===== src/rtl/timer_mode_defines.svh =====
// Summary of operation
// Four-bit mode code split across registers.
// Reload interrupt unless field is 10.
// Gated: reload and/or inactive gate edge.
// Capture modes: reload and/or capture interrupt.
// Input from pin or comparator by select.
// Dead-band delay doubles per code, 0..128.
// Delay only rising edges of both outputs.
// Read-only flag marks capture-caused interrupt.
// Timer runs only while enable bit set.
// Disabled output equals polarity bit.
// One-shot output pulses one clock after reload.
// Other modes toggle output on reload.
// Counter counts polarity-selected input edges.
// Capture modes capture on selected edge.
// Gated counts while input equals active level.
// Capture/compare starts first edge, captures later.
// PWM single: set at match, back at reload.
// PWM dual: complement output is opposite.
// Triggered one-shot starts on selected edge.
// Prescaler divides by two to the field.
// Prescaler cleared while timer disabled.
// Captured count stored in compare register pair.
// Reload value is max; reload to 0001.
// Delay code 110 means 64 cycles.
// Code 0101 gated; 1100-1111 reserved.
`ifndef TIMER_MODE_DEFINES_SVH
`define TIMER_MODE_DEFINES_SVH
`define IDX_CFG_CTRL       12'hf06
`define IDX_OP_CTRL        12'hf07
`define ADDR_CFG_CTRL      {`IDX_CFG_CTRL, 2'h0}
`define ADDR_OP_CTRL       {`IDX_OP_CTRL, 2'h0}
`define ADDR_COUNT         14'h0000
`define ADDR_RELOAD        14'h0004
`define ADDR_COMPARE       14'h0008
`define CFG_RESET          8'h00
`define OP_RESET           8'h00
`define RELOAD_RESET       16'hffff
`define COUNT_RESET        16'h0001
`define COMPARE_RESET      16'h0000
`define COUNT_START        16'h0001
`define CFG_MODE3_BIT      7
`define CFG_IRQ_HI         6
`define CFG_IRQ_LO         5
`define CFG_INSEL_BIT      4
`define CFG_DLY_HI         3
`define CFG_DLY_LO         1
`define CFG_CAP_BIT        0
`define OP_RUN_BIT         7
`define OP_POL_BIT         6
`define OP_DIV_HI          5
`define OP_DIV_LO          3
`define OP_MODE_HI         2
`define OP_MODE_LO         0
`endif


===== src/rtl/timer_mode_pkg.sv =====
package timer_mode_pkg;
	typedef enum logic [3:0] {
		MODE_ONE_SHOT   = 4'h0,
		MODE_CONTINUOUS = 4'h1,
		MODE_COUNTER    = 4'h2,
		MODE_PWM_SINGLE = 4'h3,
		MODE_CAPTURE    = 4'h4,
		MODE_GATED      = 4'h5,
		MODE_COMPARE    = 4'h6,
		MODE_CAP_CMP    = 4'h7,
		MODE_PWM_DUAL   = 4'h8,
		MODE_CAP_RESTART = 4'h9,
		MODE_CMP_COUNTER = 4'ha,
		MODE_TRIG_ONE_SHOT = 4'hb
	} op_mode_t;
	typedef struct packed {
		logic       mode3;
		logic [1:0] irq_source_config;
		logic       input_source_select;
		logic [2:0] deadband_delay;
		logic       capture_irq_flag;
	} cfg_ctrl_t;
	typedef struct packed {
		logic       timer_run;
		logic       io_polarity;
		logic [2:0] clock_divider_sel;
		logic [2:0] mode_low;
	} op_ctrl_t;
	typedef struct packed {
		logic       out;
		logic       out_n;
	} timer_out_t;
endpackage


===== src/rtl/timer_mode_control.sv =====
`timescale 1ns/1ns
`include "timer_mode_defines.svh"
module timer_mode_control (
	// Clock and reset.
	input  wire logic        ref_clk,
	input  wire logic        arst_n,
	// AXI4-Lite write channels.
	input  wire logic [13:0] s_axi_awaddr,
	input  wire logic        s_axi_awvalid,
	output logic             s_axi_awready,
	input  wire logic [31:0] s_axi_wdata,
	input  wire logic [3:0]  s_axi_wstrb,
	input  wire logic        s_axi_wvalid,
	output logic             s_axi_wready,
	output logic [1:0]       s_axi_bresp,
	output logic             s_axi_bvalid,
	input  wire logic        s_axi_bready,
	// AXI4-Lite read channels.
	input  wire logic [13:0] s_axi_araddr,
	input  wire logic        s_axi_arvalid,
	output logic             s_axi_arready,
	output logic [31:0]      s_axi_rdata,
	output logic [1:0]       s_axi_rresp,
	output logic             s_axi_rvalid,
	input  wire logic        s_axi_rready,
	// Timer input sources, asynchronous.
	input  wire logic        timer_in_pin,
	input  wire logic        comparator_out,
	// Timer outputs and interrupt event.
	output timer_mode_pkg::timer_out_t timer_out,
	output logic             timer_irq
);
	timer_mode_pkg::cfg_ctrl_t cfg_q;
	timer_mode_pkg::op_ctrl_t  op_q;
	timer_mode_pkg::op_mode_t  mode;
	logic [15:0] count_q;
	logic [15:0] reload_q;
	logic [15:0] compare_q;
	logic [1:0]  pin_sync_q;
	logic [1:0]  cmp_sync_q;
	logic        in_lvl;
	logic        in_prev_q;
	logic        edge_act;
	logic        edge_inact;
	logic [6:0]  clock_divider_sel_q;
	logic        tick;
	logic        started_q;
	logic        armed_q;
	logic        run;
	logic        reload_ev;
	logic        match_ev;
	logic        capture_ev;
	logic        raw_q;
	logic        raw_d;
	logic        out_q;
	logic        out_n_q;
	logic [7:0]  dly_q;
	logic [7:0]  dly_n_q;
	logic        irq_q;
	logic        irq_reload;
	logic        irq_cap;
	logic        aw_hold_q;
	logic        w_hold_q;
	logic        bvalid_q;
	logic        rvalid_q;
	logic [13:0] awaddr_q;
	logic [31:0] wdata_q;
	logic [31:0] rdata_q;
	logic [3:0]  wstrb_q;
	logic        wr_fire;

	function automatic logic [7:0] delay_cycles(input logic [2:0] code);
		// Zero for code 0, else two to the code.
		delay_cycles = (code == 3'h0) ? 8'h00 : (8'h01 << code);
	endfunction

	function automatic logic div_due(input logic [6:0] cnt,
		input logic [2:0] sel);
		// Code 7 wraps the shift to zero, giving the full seven-bit mask.
		div_due = (cnt & ((7'h01 << sel) - 7'h01)) == 7'h00;
	endfunction

	function automatic logic is_capture_mode(input logic [3:0] m);
		is_capture_mode = (m == 4'h4) || (m == 4'h7) || (m == 4'h9);
	endfunction

	assign mode = timer_mode_pkg::op_mode_t'({cfg_q.mode3, op_q.mode_low});
	assign run = op_q.timer_run;

	// Two flops on each asynchronous input before anything looks at it.
	always_ff @(posedge ref_clk or negedge arst_n) begin
		if (!arst_n) begin
			pin_sync_q <= 2'h0;
			cmp_sync_q <= 2'h0;
		end else begin
			pin_sync_q <= {pin_sync_q[0], timer_in_pin};
			cmp_sync_q <= {cmp_sync_q[0], comparator_out};
		end
	end

	assign in_lvl = cfg_q.input_source_select ? cmp_sync_q[1]
		: pin_sync_q[1];

	always_ff @(posedge ref_clk or negedge arst_n) begin
		if (!arst_n)
			in_prev_q <= 1'b0;
		else
			in_prev_q <= in_lvl;
	end

	// Active edge is rising for polarity 0 and falling for polarity 1.
	assign edge_act = op_q.io_polarity ? (in_prev_q & ~in_lvl)
		: (~in_prev_q & in_lvl);
	assign edge_inact = op_q.io_polarity ? (~in_prev_q & in_lvl)
		: (in_prev_q & ~in_lvl);

	// Prescaler, held clear while disabled so each run starts aligned.
	always_ff @(posedge ref_clk or negedge arst_n) begin
		if (!arst_n)
			clock_divider_sel_q <= 7'h00;
		else if (!run)
			clock_divider_sel_q <= 7'h00;
		else
			clock_divider_sel_q <= clock_divider_sel_q + 7'h01;
	end

	always_comb begin
		tick = 1'b0;
		if (run) begin
			case (mode)
				timer_mode_pkg::MODE_COUNTER,
				timer_mode_pkg::MODE_CMP_COUNTER:
					tick = edge_act;
				// Code 0101 is gated; codes above 1011 fall to default.
				timer_mode_pkg::MODE_GATED:
					tick = (in_lvl != op_q.io_polarity) &&
						div_due(clock_divider_sel_q, op_q.clock_divider_sel);
				timer_mode_pkg::MODE_CAP_CMP,
				timer_mode_pkg::MODE_TRIG_ONE_SHOT:
					tick = started_q &&
						div_due(clock_divider_sel_q, op_q.clock_divider_sel);
				default:
					tick = div_due(clock_divider_sel_q, op_q.clock_divider_sel);
			endcase
		end
	end

	// Start latch for edge-started modes.
	always_ff @(posedge ref_clk or negedge arst_n) begin
		if (!arst_n)
			started_q <= 1'b0;
		else if (!run)
			started_q <= 1'b0;
		else if ((mode == timer_mode_pkg::MODE_CAP_CMP ||
			mode == timer_mode_pkg::MODE_TRIG_ONE_SHOT) && edge_act)
			started_q <= 1'b1;
		else if (mode == timer_mode_pkg::MODE_TRIG_ONE_SHOT && reload_ev)
			started_q <= 1'b0;
	end

	assign reload_ev = tick && (count_q == reload_q);
	assign match_ev = run && tick && (count_q == compare_q);
	assign capture_ev = run && edge_act && (is_capture_mode(mode) ||
		mode == timer_mode_pkg::MODE_CMP_COUNTER) &&
		(mode != timer_mode_pkg::MODE_CAP_CMP || started_q);

	always_ff @(posedge ref_clk or negedge arst_n) begin
		if (!arst_n)
			armed_q <= 1'b0;
		else
			armed_q <= run && mode == timer_mode_pkg::MODE_ONE_SHOT &&
				reload_ev;
	end

	// Interrupt source selection.
	always_comb begin
		irq_reload = 1'b0;
		irq_cap = 1'b0;
		case (mode)
			timer_mode_pkg::MODE_GATED: begin
				irq_reload = reload_ev &&
					cfg_q.irq_source_config != 2'h2;
				irq_cap = edge_inact && run &&
					cfg_q.irq_source_config != 2'h3;
			end
			timer_mode_pkg::MODE_CAPTURE,
			timer_mode_pkg::MODE_CAP_CMP,
			timer_mode_pkg::MODE_CAP_RESTART: begin
				irq_reload = reload_ev &&
					cfg_q.irq_source_config != 2'h2;
				irq_cap = capture_ev &&
					cfg_q.irq_source_config != 2'h3;
			end
			default:
				irq_reload = reload_ev &&
					cfg_q.irq_source_config != 2'h2;
		endcase
	end

	always_ff @(posedge ref_clk or negedge arst_n) begin
		if (!arst_n)
			irq_q <= 1'b0;
		else
			irq_q <= irq_reload | irq_cap;
	end
	assign timer_irq = irq_q;

	// Counter, reload and compare storage.
	always_ff @(posedge ref_clk or negedge arst_n) begin
		if (!arst_n) begin
			count_q <= `COUNT_RESET;
		end else if (wr_fire && awaddr_q == `ADDR_COUNT) begin
			count_q <= wdata_q[15:0];
		end else if (mode == timer_mode_pkg::MODE_CAP_RESTART && capture_ev) begin
			count_q <= `COUNT_START;
		end else if (reload_ev) begin
			count_q <= `COUNT_START;
		end else if (tick) begin
			count_q <= count_q + 16'h0001;
		end
	end

	always_ff @(posedge ref_clk or negedge arst_n) begin
		if (!arst_n)
			reload_q <= `RELOAD_RESET;
		else if (wr_fire && awaddr_q == `ADDR_RELOAD)
			reload_q <= wdata_q[15:0];
	end

	always_ff @(posedge ref_clk or negedge arst_n) begin
		if (!arst_n)
			compare_q <= `COMPARE_RESET;
		else if (capture_ev)
			compare_q <= count_q;
		else if (wr_fire && awaddr_q == `ADDR_COMPARE)
			compare_q <= wdata_q[15:0];
	end

	// Raw output level before dead-band shaping.
	always_comb begin
		raw_d = raw_q;
		if (!run)
			raw_d = op_q.io_polarity;
		else begin
			case (mode)
				timer_mode_pkg::MODE_ONE_SHOT:
					raw_d = op_q.io_polarity ^ armed_q;
				timer_mode_pkg::MODE_PWM_SINGLE,
				timer_mode_pkg::MODE_PWM_DUAL:
					if (reload_ev)
						raw_d = op_q.io_polarity;
					else if (match_ev)
						raw_d = ~op_q.io_polarity;
				default:
					if (reload_ev)
						raw_d = ~raw_q;
			endcase
		end
	end

	always_ff @(posedge ref_clk or negedge arst_n) begin
		if (!arst_n)
			raw_q <= 1'b0;
		else
			raw_q <= raw_d;
	end

	// Dead-band: rising edges wait while the timer runs, falling edges pass at once.
	always_ff @(posedge ref_clk or negedge arst_n) begin
		if (!arst_n) begin
			out_q <= 1'b0;
			dly_q <= 8'h00;
		end else if (!raw_q || !run) begin
			out_q <= raw_q;
			dly_q <= delay_cycles(cfg_q.deadband_delay);
		end else if (dly_q != 8'h00) begin
			dly_q <= dly_q - 8'h01;
		end else begin
			out_q <= 1'b1;
		end
	end

	// The complement shares the delay so a gap opens at every crossover when the delay code is nonzero.
	always_ff @(posedge ref_clk or negedge arst_n) begin
		if (!arst_n) begin
			out_n_q <= 1'b0;
			dly_n_q <= 8'h00;
		end else if (!run || mode != timer_mode_pkg::MODE_PWM_DUAL) begin
			out_n_q <= 1'b0;
			dly_n_q <= delay_cycles(cfg_q.deadband_delay);
		end else if (raw_q) begin
			out_n_q <= 1'b0;
			dly_n_q <= delay_cycles(cfg_q.deadband_delay);
		end else if (dly_n_q != 8'h00) begin
			dly_n_q <= dly_n_q - 8'h01;
		end else begin
			out_n_q <= 1'b1;
		end
	end

	assign timer_out.out = out_q;
	assign timer_out.out_n = out_n_q;

	// AXI4-Lite write path: address and data accepted in either order.
	assign s_axi_awready = !aw_hold_q && !bvalid_q;
	assign s_axi_wready = !w_hold_q && !bvalid_q;
	assign wr_fire = aw_hold_q && w_hold_q;

	always_ff @(posedge ref_clk or negedge arst_n) begin
		if (!arst_n) begin
			aw_hold_q <= 1'b0;
			w_hold_q <= 1'b0;
			bvalid_q <= 1'b0;
			awaddr_q <= 14'h0000;
			wdata_q <= 32'h0000_0000;
			wstrb_q <= 4'h0;
		end else begin
			if (s_axi_awvalid && s_axi_awready) begin
				aw_hold_q <= 1'b1;
				awaddr_q <= s_axi_awaddr;
			end
			if (s_axi_wvalid && s_axi_wready) begin
				w_hold_q <= 1'b1;
				wdata_q <= s_axi_wdata;
				wstrb_q <= s_axi_wstrb;
			end
			if (wr_fire) begin
				aw_hold_q <= 1'b0;
				w_hold_q <= 1'b0;
				bvalid_q <= 1'b1;
			end else if (bvalid_q && s_axi_bready) begin
				bvalid_q <= 1'b0;
			end
		end
	end
	assign s_axi_bvalid = bvalid_q;
	assign s_axi_bresp = 2'h0;

	// Control registers; the capture flag is hardware-owned and read-only.
	// Each control register sits at four times its index, one word each.
	always_ff @(posedge ref_clk or negedge arst_n) begin
		if (!arst_n) begin
			cfg_q <= `CFG_RESET;
			op_q <= `OP_RESET;
		end else begin
			if (wr_fire && wstrb_q[0] && awaddr_q == `ADDR_CFG_CTRL)
				cfg_q[7:1] <= wdata_q[7:1];
			if (irq_reload || irq_cap)
				cfg_q.capture_irq_flag <= irq_cap &&
					is_capture_mode(mode);
			if (wr_fire && wstrb_q[0] && awaddr_q == `ADDR_OP_CTRL)
				op_q <= wdata_q[7:0];
		end
	end

	// AXI4-Lite read path, one cycle to the answer.
	assign s_axi_arready = !rvalid_q;
	always_ff @(posedge ref_clk or negedge arst_n) begin
		if (!arst_n) begin
			rvalid_q <= 1'b0;
			rdata_q <= 32'h0000_0000;
		end else if (s_axi_arvalid && s_axi_arready) begin
			rvalid_q <= 1'b1;
			case (s_axi_araddr)
				`ADDR_CFG_CTRL: rdata_q <= {24'h000000, cfg_q};
				`ADDR_OP_CTRL:  rdata_q <= {24'h000000, op_q};
				`ADDR_COUNT:    rdata_q <= {16'h0000, count_q};
				`ADDR_RELOAD:   rdata_q <= {16'h0000, reload_q};
				`ADDR_COMPARE:  rdata_q <= {16'h0000, compare_q};
				default:        rdata_q <= 32'h0000_0000;
			endcase
		end else if (rvalid_q && s_axi_rready) begin
			rvalid_q <= 1'b0;
		end
	end
	assign s_axi_rvalid = rvalid_q;
	assign s_axi_rdata = rdata_q;
	assign s_axi_rresp = 2'h0;
endmodule


===== config.mk =====
export PLATFORM = sky130hd
export DESIGN_NAME = timer_mode_control
export DESIGN_NICKNAME = d
export VERILOG_FILES = /design/src/rtl/timer_mode_pkg.sv /design/src/rtl/timer_mode_control.sv
export VERILOG_INCLUDE_DIRS = /design/src /design/src/rtl
export SDC_FILE = /design/constraint.sdc
export NUM_CORES = 1
export LEC_CHECK = 0
export BUFFER_PORTS_ARGS = -buffer_cell sky130_fd_sc_hd__clkbuf_2
export CORE_ASPECT_RATIO = 0.75
export CORE_MARGIN = 2
export CORE_UTILIZATION = 29
export CTS_BUF_LIST = sky130_fd_sc_hd__clkbuf_8 sky130_fd_sc_hd__clkbuf_16
export CTS_CLUSTER_DIAMETER = 120
export DETAILED_ROUTE_END_ITERATION = 10
export PLACE_DENSITY = 0.53
export SETUP_SLACK_MARGIN = 0.5
export SYNTH_ARGS = -nofsm -noshare
export SYNTH_HDL_FRONTEND = slang
export SYNTH_SLANG_ARGS = --single-unit

===== constraint.sdc =====
create_clock -name ref_clk -period 2.42 [get_ports ref_clk]
set_input_delay 0.121 -clock ref_clk [delete_from_list [all_inputs] [get_ports ref_clk]]
set_output_delay 0.121 -clock ref_clk [all_outputs]
set_load 0.02 [all_outputs]

## After elaboration in Yosys (flattened, before gate mapping)

Cells that the tools add are included.
Widths: inputs -> output; s select.

- Add/subtract/negate cells: 5
- Equal/unequal tests: 29
- Shift operators: 2
- Mux-type cells: 41
- Bitwise logic cells: 9
- Reduce and logical (&&, ||, !) cells: 66

Operators with widths:

| cell | count |
|---|---|
| $mux 16 | 6 |
| $pmux 16 s5 | 1 |
| $eq 14x14->1 const B | 4 |
| $mux 8 | 6 |
| $eq 16x16->1 | 2 |
| $logic_and 1x1->1 | 32 |
| $eq 14x3->1 const B | 2 |
| $eq 14x4->1 const B | 2 |
| $logic_not 14->1 | 2 |
| $mux 1 | 24 |
| $add 16x1->16 const B | 1 |
| $eq 4x4->1 const B | 4 |
| $reduce_bool 8->1 | 2 |
| $sub 8x1->8 const B | 2 |
| $eq 4x3->1 const B | 3 |
| $reduce_bool 2->1 | 6 |
| $eq 4x2->1 const B | 2 |
| $logic_or 1x1->1 | 8 |
| $ne 4x4->1 const B | 2 |
| $shl 1x3->8 const A | 1 |
| $add 7x1->7 const B | 1 |
| $and 7x7->7 | 1 |
| $logic_not 7->1 | 1 |
| $mux 7 | 1 |
| 22 further kinds | 36 |

- Bits in registers: 165
- Input port bits: 73
- Output and inout port bits: 44
- Logic and storage cells: 184

## Depth between registers and ports, before layout

- Word-level depth: 13
- Mapped depth: 10
- Mapped depth without buffers: 8

## Worst setup path after synthesis

Ideal clock, no wire load.

- Path type: register -> register
- Start: register count_q[0]
- End: register count_q[2]
- Library setup time: 0.126 ns
- Data arrival time: 2.423 ns
- Data required time: 2.294 ns
- Slack: -0.129 ns
- Stages on the path, launching flop included: 10
- Path buffers: 2
- Period minus slack after synthesis: 2.549 ns
- Path through: dfstp_2 -> clkbuf_1 -> xnor2_1 -> nand4_1 -> or4_1 -> nor3_2 -> nor4b_2 -> buf_2 -> a32oi_1 -> o21ai_1

- Cells in the longest elaborated chain, start to end: 5
- Elaborated cells on any way between the ends: 8
- Those cells by class: 1 x add/sub; 1 x eq/ne; 4 x mux; 2 x reduce/logical

RTL lines:

| what | RTL line | source |
|---|---|---|
| from (decl) | timer_mode_control.sv:36 | `logic [15:0] count_q;` |
| from (signal assigned) | timer_mode_control.sv:211 | `` count_q <= `COUNT_RESET; `` |
| from (signal assigned) | timer_mode_control.sv:213 | `count_q <= wdata_q[15:0];` |
| from (signal assigned) | timer_mode_control.sv:215 | `` count_q <= `COUNT_START; `` |
| $add 16x1->16 / $eq 16x16->1 (equally long branches) | timer_mode_control.sv:219, timer_mode_control.sv:161 |  |
| $mux 16 / $logic_and 1x1->1 (equally long branches) | timer_mode_control.sv:218, timer_mode_control.sv:161 |  |
| $mux 16 | timer_mode_control.sv:216 | `end else if (reload_ev) begin` |
| $mux 16 | timer_mode_control.sv:214 | `end else if (mode == timer_mode_pkg::MODE_CAP_RESTART && capture_ev) begin` |
| $mux 16 | timer_mode_control.sv:212 | `` end else if (wr_fire && awaddr_q == `ADDR_COUNT) begin `` |

Several ways; a longest one is shown, not always the timed one. The select of a mux whose other input is x is not followed.
A chain may end at the register's enable or synchronous reset.

## Worst setup path after layout

- Start: register reload_q[9]
- End: register count_q[14]

- Cells in the longest elaborated chain, start to end: 5
- Elaborated cells on any way between the ends: 6
- Those cells by class: 1 x eq/ne; 3 x mux; 2 x reduce/logical

RTL lines:

| what | RTL line | source |
|---|---|---|
| from (decl) | timer_mode_control.sv:37 | `logic [15:0] reload_q;` |
| from (signal assigned) | timer_mode_control.sv:225 | `` reload_q <= `RELOAD_RESET; `` |
| from (signal assigned) | timer_mode_control.sv:227 | `reload_q <= wdata_q[15:0];` |
| $eq 16x16->1 (*) | timer_mode_control.sv:161 | `assign reload_ev = tick && (count_q == reload_q);` |
| $logic_and 1x1->1 (*) | timer_mode_control.sv:161 |  |
| $mux 16 | timer_mode_control.sv:216 |  |
| $mux 16 | timer_mode_control.sv:214 |  |
| $mux 16 | timer_mode_control.sv:212 |  |
| to (signal assigned) | timer_mode_control.sv:213 |  |
| to (signal assigned) | timer_mode_control.sv:215 |  |
| to (signal assigned) | timer_mode_control.sv:217 | `` count_q <= `COUNT_START; `` |

Mark *: on every way between the ends. The rest lies on a longest branch, timed or not.

==> flow_summary.yaml <==
power:
  p_leak_nw: 4.80
  p_int_mw: 4.85
  power.net_switching_mw: 1.95
  power.density_cell_area_nw_per_um2: 640
  swShare_pct: 28.6
  seqPwrFrac_pct: 47.7
  power_frac_clock_pct: 39.1
  ir_drop_mv: 0.850
  comb_power_share_pct: 13.3
yosys:
  synth_cell_types: 62
  synth_top_area_cell: "sky130_fd_sc_hd__dfrtp_1"
  synth-seq-area-share_pct: 47.0
  synth_edf_count: 0
  synthesis.area_per_instance_um2: 10.0
  synth_flop_cell: "sky130_fd_sc_hd__dfrtp_1"
  synth.top_cells.by_area: "sky130_fd_sc_hd__dfrtp_1, sky130_fd_sc_hd__mux2_2, sky130_fd_sc_hd__dfstp_2"
  synth.cell_area_um2: 7980
  synth.ff_latch_count: 149
  asyncSetResetFlopFracSynth_pct: 100
  yosysWarnings: 0
  synthesis.instances: 797
  area_share_of_the_largest_cell_type_after_synthesis_pct: 41.4
cts:
  cts_sinks: 149
  htreeDepth: 4
  cts_made_buffers: 17
  worstSkewPairLatency_ps: 440
  cts_root_buf: "sky130_fd_sc_hd__clkbuf_16"
  tritoncts: "yes"
  clk_path_buf_depth: 2
  worst_setup_hold_path_clk_slew_ps: 70
route:
  drtAntennaViolNets: 0
  wl_per_cell_um: 17.9
  drt_first_pass_iters: 6
  vias_per_std_cell: 4.95
  drt_first_iter_violations: 519
  remaining_drc_errors: 0
  dr_total_vias: 6566
  totalWireLength_um: 23700
placed_design:
  placement.cell_area_um2: 9210
  place_inst: 1245
  portBuffers: 77
  gpl.final_weighted_congestion: 0.867
  detailed_placer_s_ending_hpwl_um: 16400
  detailedPlace.worstSlack_ps: -73.3
worst_setup_path:
  critical_path.endpoint_type: "register"
  worstPathCellList: "xnor2_2 > nand4_1 > or4_4 > nor3_4 > a21oi_4 > a22o_1 > a221o_1"
  arrival_ps: 2840
  cp_num_buf_inv: 0
  timing.critical_path.required_ps: 2740
  cp_max_delay_cell: "sky130_fd_sc_hd__dfstp_2"
  path_max_fanout: 6
  critPathMaxStageDelay_ps: 580
  crit_family: "simple AND/OR/NAND/NOR gates"
  critical_path.startpoint_type: "register"
  critical_path_class: "reg -> reg"
final_layout:
  layout-drive-gt1-share_pct: 33.3
  fin_util_pct: 39.3
  final_net_count: 1041
  areaGrowthSynthToFinish_pct: 33.1
  fin_cells: 1326
  insertedDiodeCount: 0
  post-route-cell-area_um2: 10600
timing:
  post-route-min-period_ps: 2520
  final.setup.worst_slack_ps: -96.8
  final_clock_skew_ps: 16.1
  final_max_slew_viol_count: 0
  timing.final.crit_share_pct: 104
  tightest_slew_ps: 906
  hold_fails_final_rpt: 0
  max-slew-margin-rel_pct: 39.5
  unrepaired_setup_endpoints_after_global_routing: "yes"
  fmaxAchievable_mhz: 397
  timing.final.setup_violations: 13
global_route:
  grt_pass1_vias: 6508
  grt_use_total_pct: 17.1
  maximum_number_of_pins_on_one_net_before_global_route_repair: 59
  number_of_antenna_violations_at_the_first_check_in_global_routing: 0
  global_route.overflow_total: 0
  wire_length_of_the_first_global_routing_pass_um: 37900
floorplanning:
  initial_utilization_pct: 29.5
  die-width_um: 195
  chipHeight_um: 148
  std_cell_rows: 52
  dieArea_um2: 28900
  floorplan.io_pins: 117
  core_region_area_um2: 27000
min_path:
  hp_class: "in -> reg"
run:
  maxCapViolCount: 0
outcome:
  failed_checks: "negative setup slack"
  run_status: "finished, violations left"
[layer usage]
metal	GRT usage, %	routed length [um]	share of wire (%)	up-vias
met1	26.8	12500	53	3209
met2	22.9	9330	39	208
met3	4.63	1630	6.9	15
met4	3.63	194	0.82	0
met5	0	0	0	-
li1	-	-	-	3134
[sequential cells by signal, summed over array words and instances, names as in the netlist, 2 cells and up]
name	flops
compare_q	16
count_q	16
reload_q	16
s_axi_rdata	16
wdata_q	16
awaddr_q	14
cfg_q	8
dly_n_q	8
dly_q	8
clock_divider_sel_q	7
op_q	4
mode	3
cmp_sync_q	2
pin_sync_q	2
[per-stage QoR]
stage / TNS [ps] / power [mW] / hold WS [ps]
final: -531 / 6.80 / 83.5
after global routing: -2180 / 7.10 / 99.4
after CTS: -403 / 6.85 / 60.7
after detailed placement: -298 / 4.10 / 141
after global placement: -140 / 4.08 / 144
after floorplan: -43.3 / 3.70 / -175
[cells in the mapped netlist, types with 3 or more instances]
master	instances
sky130_fd_sc_hd__buf_1	3
sky130_fd_sc_hd__and3_1	6
sky130_fd_sc_hd__nor4_1	12
sky130_fd_sc_hd__a32oi_1	3
sky130_fd_sc_hd__o21a_1	3
sky130_fd_sc_hd__mux2i_1	18
sky130_fd_sc_hd__clkbuf_1	46
sky130_fd_sc_hd__nand2b_1	8
sky130_fd_sc_hd__a211oi_1	4
sky130_fd_sc_hd__dfstp_2	17
sky130_fd_sc_hd__or3_1	6
sky130_fd_sc_hd__nor2b_1	5
sky130_fd_sc_hd__a221o_1	3
sky130_fd_sc_hd__inv_1	27
sky130_fd_sc_hd__xnor2_1	33
sky130_fd_sc_hd__o211ai_1	4
sky130_fd_sc_hd__and2_1	13
sky130_fd_sc_hd__ha_1	6
sky130_fd_sc_hd__or4_1	3
sky130_fd_sc_hd__a22o_1	12
sky130_fd_sc_hd__xor2_1	14
sky130_fd_sc_hd__buf_4	22
sky130_fd_sc_hd__nand3_1	15
sky130_fd_sc_hd__a22oi_1	14
sky130_fd_sc_hd__o21ai_1	14
sky130_fd_sc_hd__or2_2	3
sky130_fd_sc_hd__nand4_1	16
sky130_fd_sc_hd__nor2_1	49
sky130_fd_sc_hd__buf_2	4
sky130_fd_sc_hd__nand2_1	66
sky130_fd_sc_hd__a222oi_1	8
sky130_fd_sc_hd__a21oi_1	42
sky130_fd_sc_hd__dfrtp_1	132
sky130_fd_sc_hd__o41ai_1	3
sky130_fd_sc_hd__o21ai_0	41
sky130_fd_sc_hd__o22ai_1	3
sky130_fd_sc_hd__mux2_2	69
sky130_fd_sc_hd__nor3_1	21
[final timing paths]
check                         startpoint       endpoint  slack (ps)  cells past startpoint
setup / recovery             reload_q[9]    count_q[14]        -100                      7
hold / removal              s_axi_wvalid     wstrb_q[0]          80                      3
setup reg to reg             reload_q[9]    count_q[14]        -100                      7
hold reg to reg            cmp_sync_q[0]  cmp_sync_q[1]         350                      0
max in group asynchronous         arst_n    awaddr_q[6]        1430                      3
min in group asynchronous         arst_n     dly_n_q[4]         230                      2
[power groups by stage]
stage	combinational, mW	clock, mW	sequential, mW
6_report	0.901	2.65	3.24
5_1_grt	0.993	2.82	3.29
4_1_cts	0.904	2.72	3.23
3_5_place_dp	0.833	0	3.27
3_3_place_gp	0.821	0	3.26
2_1_floorplan	0.618	0	3.08
[cells in the final DEF, fill, tap and decap left out, types with 5 or more instances in the layout]
master                            n
sky130_fd_sc_hd__ha_1             6
sky130_fd_sc_hd__a22oi_1         14
sky130_fd_sc_hd__o21ai_1         17
sky130_fd_sc_hd__o21ai_0         38
sky130_fd_sc_hd__mux2_4          30
sky130_fd_sc_hd__xnor2_1         29
sky130_fd_sc_hd__nor2b_1          5
sky130_fd_sc_hd__nand2b_1         8
sky130_fd_sc_hd__mux2i_1         16
sky130_fd_sc_hd__or3_1            5
sky130_fd_sc_hd__nand2_1         65
sky130_fd_sc_hd__a21oi_1         35
sky130_fd_sc_hd__nand3_1         14
sky130_fd_sc_hd__dfrtp_1        132
sky130_fd_sc_hd__nor4_1          10
sky130_fd_sc_hd__dfstp_2         17
sky130_fd_sc_hd__nor3_1          20
sky130_fd_sc_hd__dlygate4sd3_1   36
sky130_fd_sc_hd__mux2_2          40
sky130_fd_sc_hd__buf_4           68
sky130_fd_sc_hd__a222oi_1         8
sky130_fd_sc_hd__clkbuf_16       17
sky130_fd_sc_hd__a21oi_2          8
sky130_fd_sc_hd__a22o_1          12
sky130_fd_sc_hd__buf_6           14
sky130_fd_sc_hd__nor2_1          46
sky130_fd_sc_hd__buf_12           6
sky130_fd_sc_hd__clkbuf_2        76
sky130_fd_sc_hd__nand4_1         16
sky130_fd_sc_hd__conb_1          20
sky130_fd_sc_hd__xor2_1          14
sky130_fd_sc_hd__and2_1          12
sky130_fd_sc_hd__inv_1           29
[cell type report]
| class | count | area, um2 |
|---|---|---|
| flip-flops and latches | 149 | 3750 |
| well taps | 351 | 439 |
| clock buffers | 20 | 467 |
| repair buffers | 203 | 1610 |
| inverters | 28 | 105 |
| fillers | 2669 | 16400 |
| clock inverters | 12 | 115 |
| multi-input cells | 563 | 4130 |
[timing repair]
action,4_1_cts,5_1_grt
endpoints found under the hold margin,83,0
hold buffers,36,0
cloned,4,0
gates resized for setup,61,17
setup buffers,6,3
pin swaps,30,7
setup endpoints to repair,68,69
[logic make-up (layout without fill, tap and decap cells)]
kind of cell	count (synthesis)	count (layout)	synth area share, %
mux	88	88	12.1
buf+inv	104	263	6.09
xor+xnor	47	47	5.16
compound gates	171	171	13.9
fa+ha+maj	6	6	0.941
other cells	1	20	0.0470
flops	149	149	47.0
simple gates	231	231	14.7
[tightest hold or removal path, cell delays in order]
cell                       delay (ps)
sky130_fd_sc_hd__clkbuf_2          70
sky130_fd_sc_hd__and2_1           140
sky130_fd_sc_hd__mux2_2           150
(Power assumes the default switching activity.)
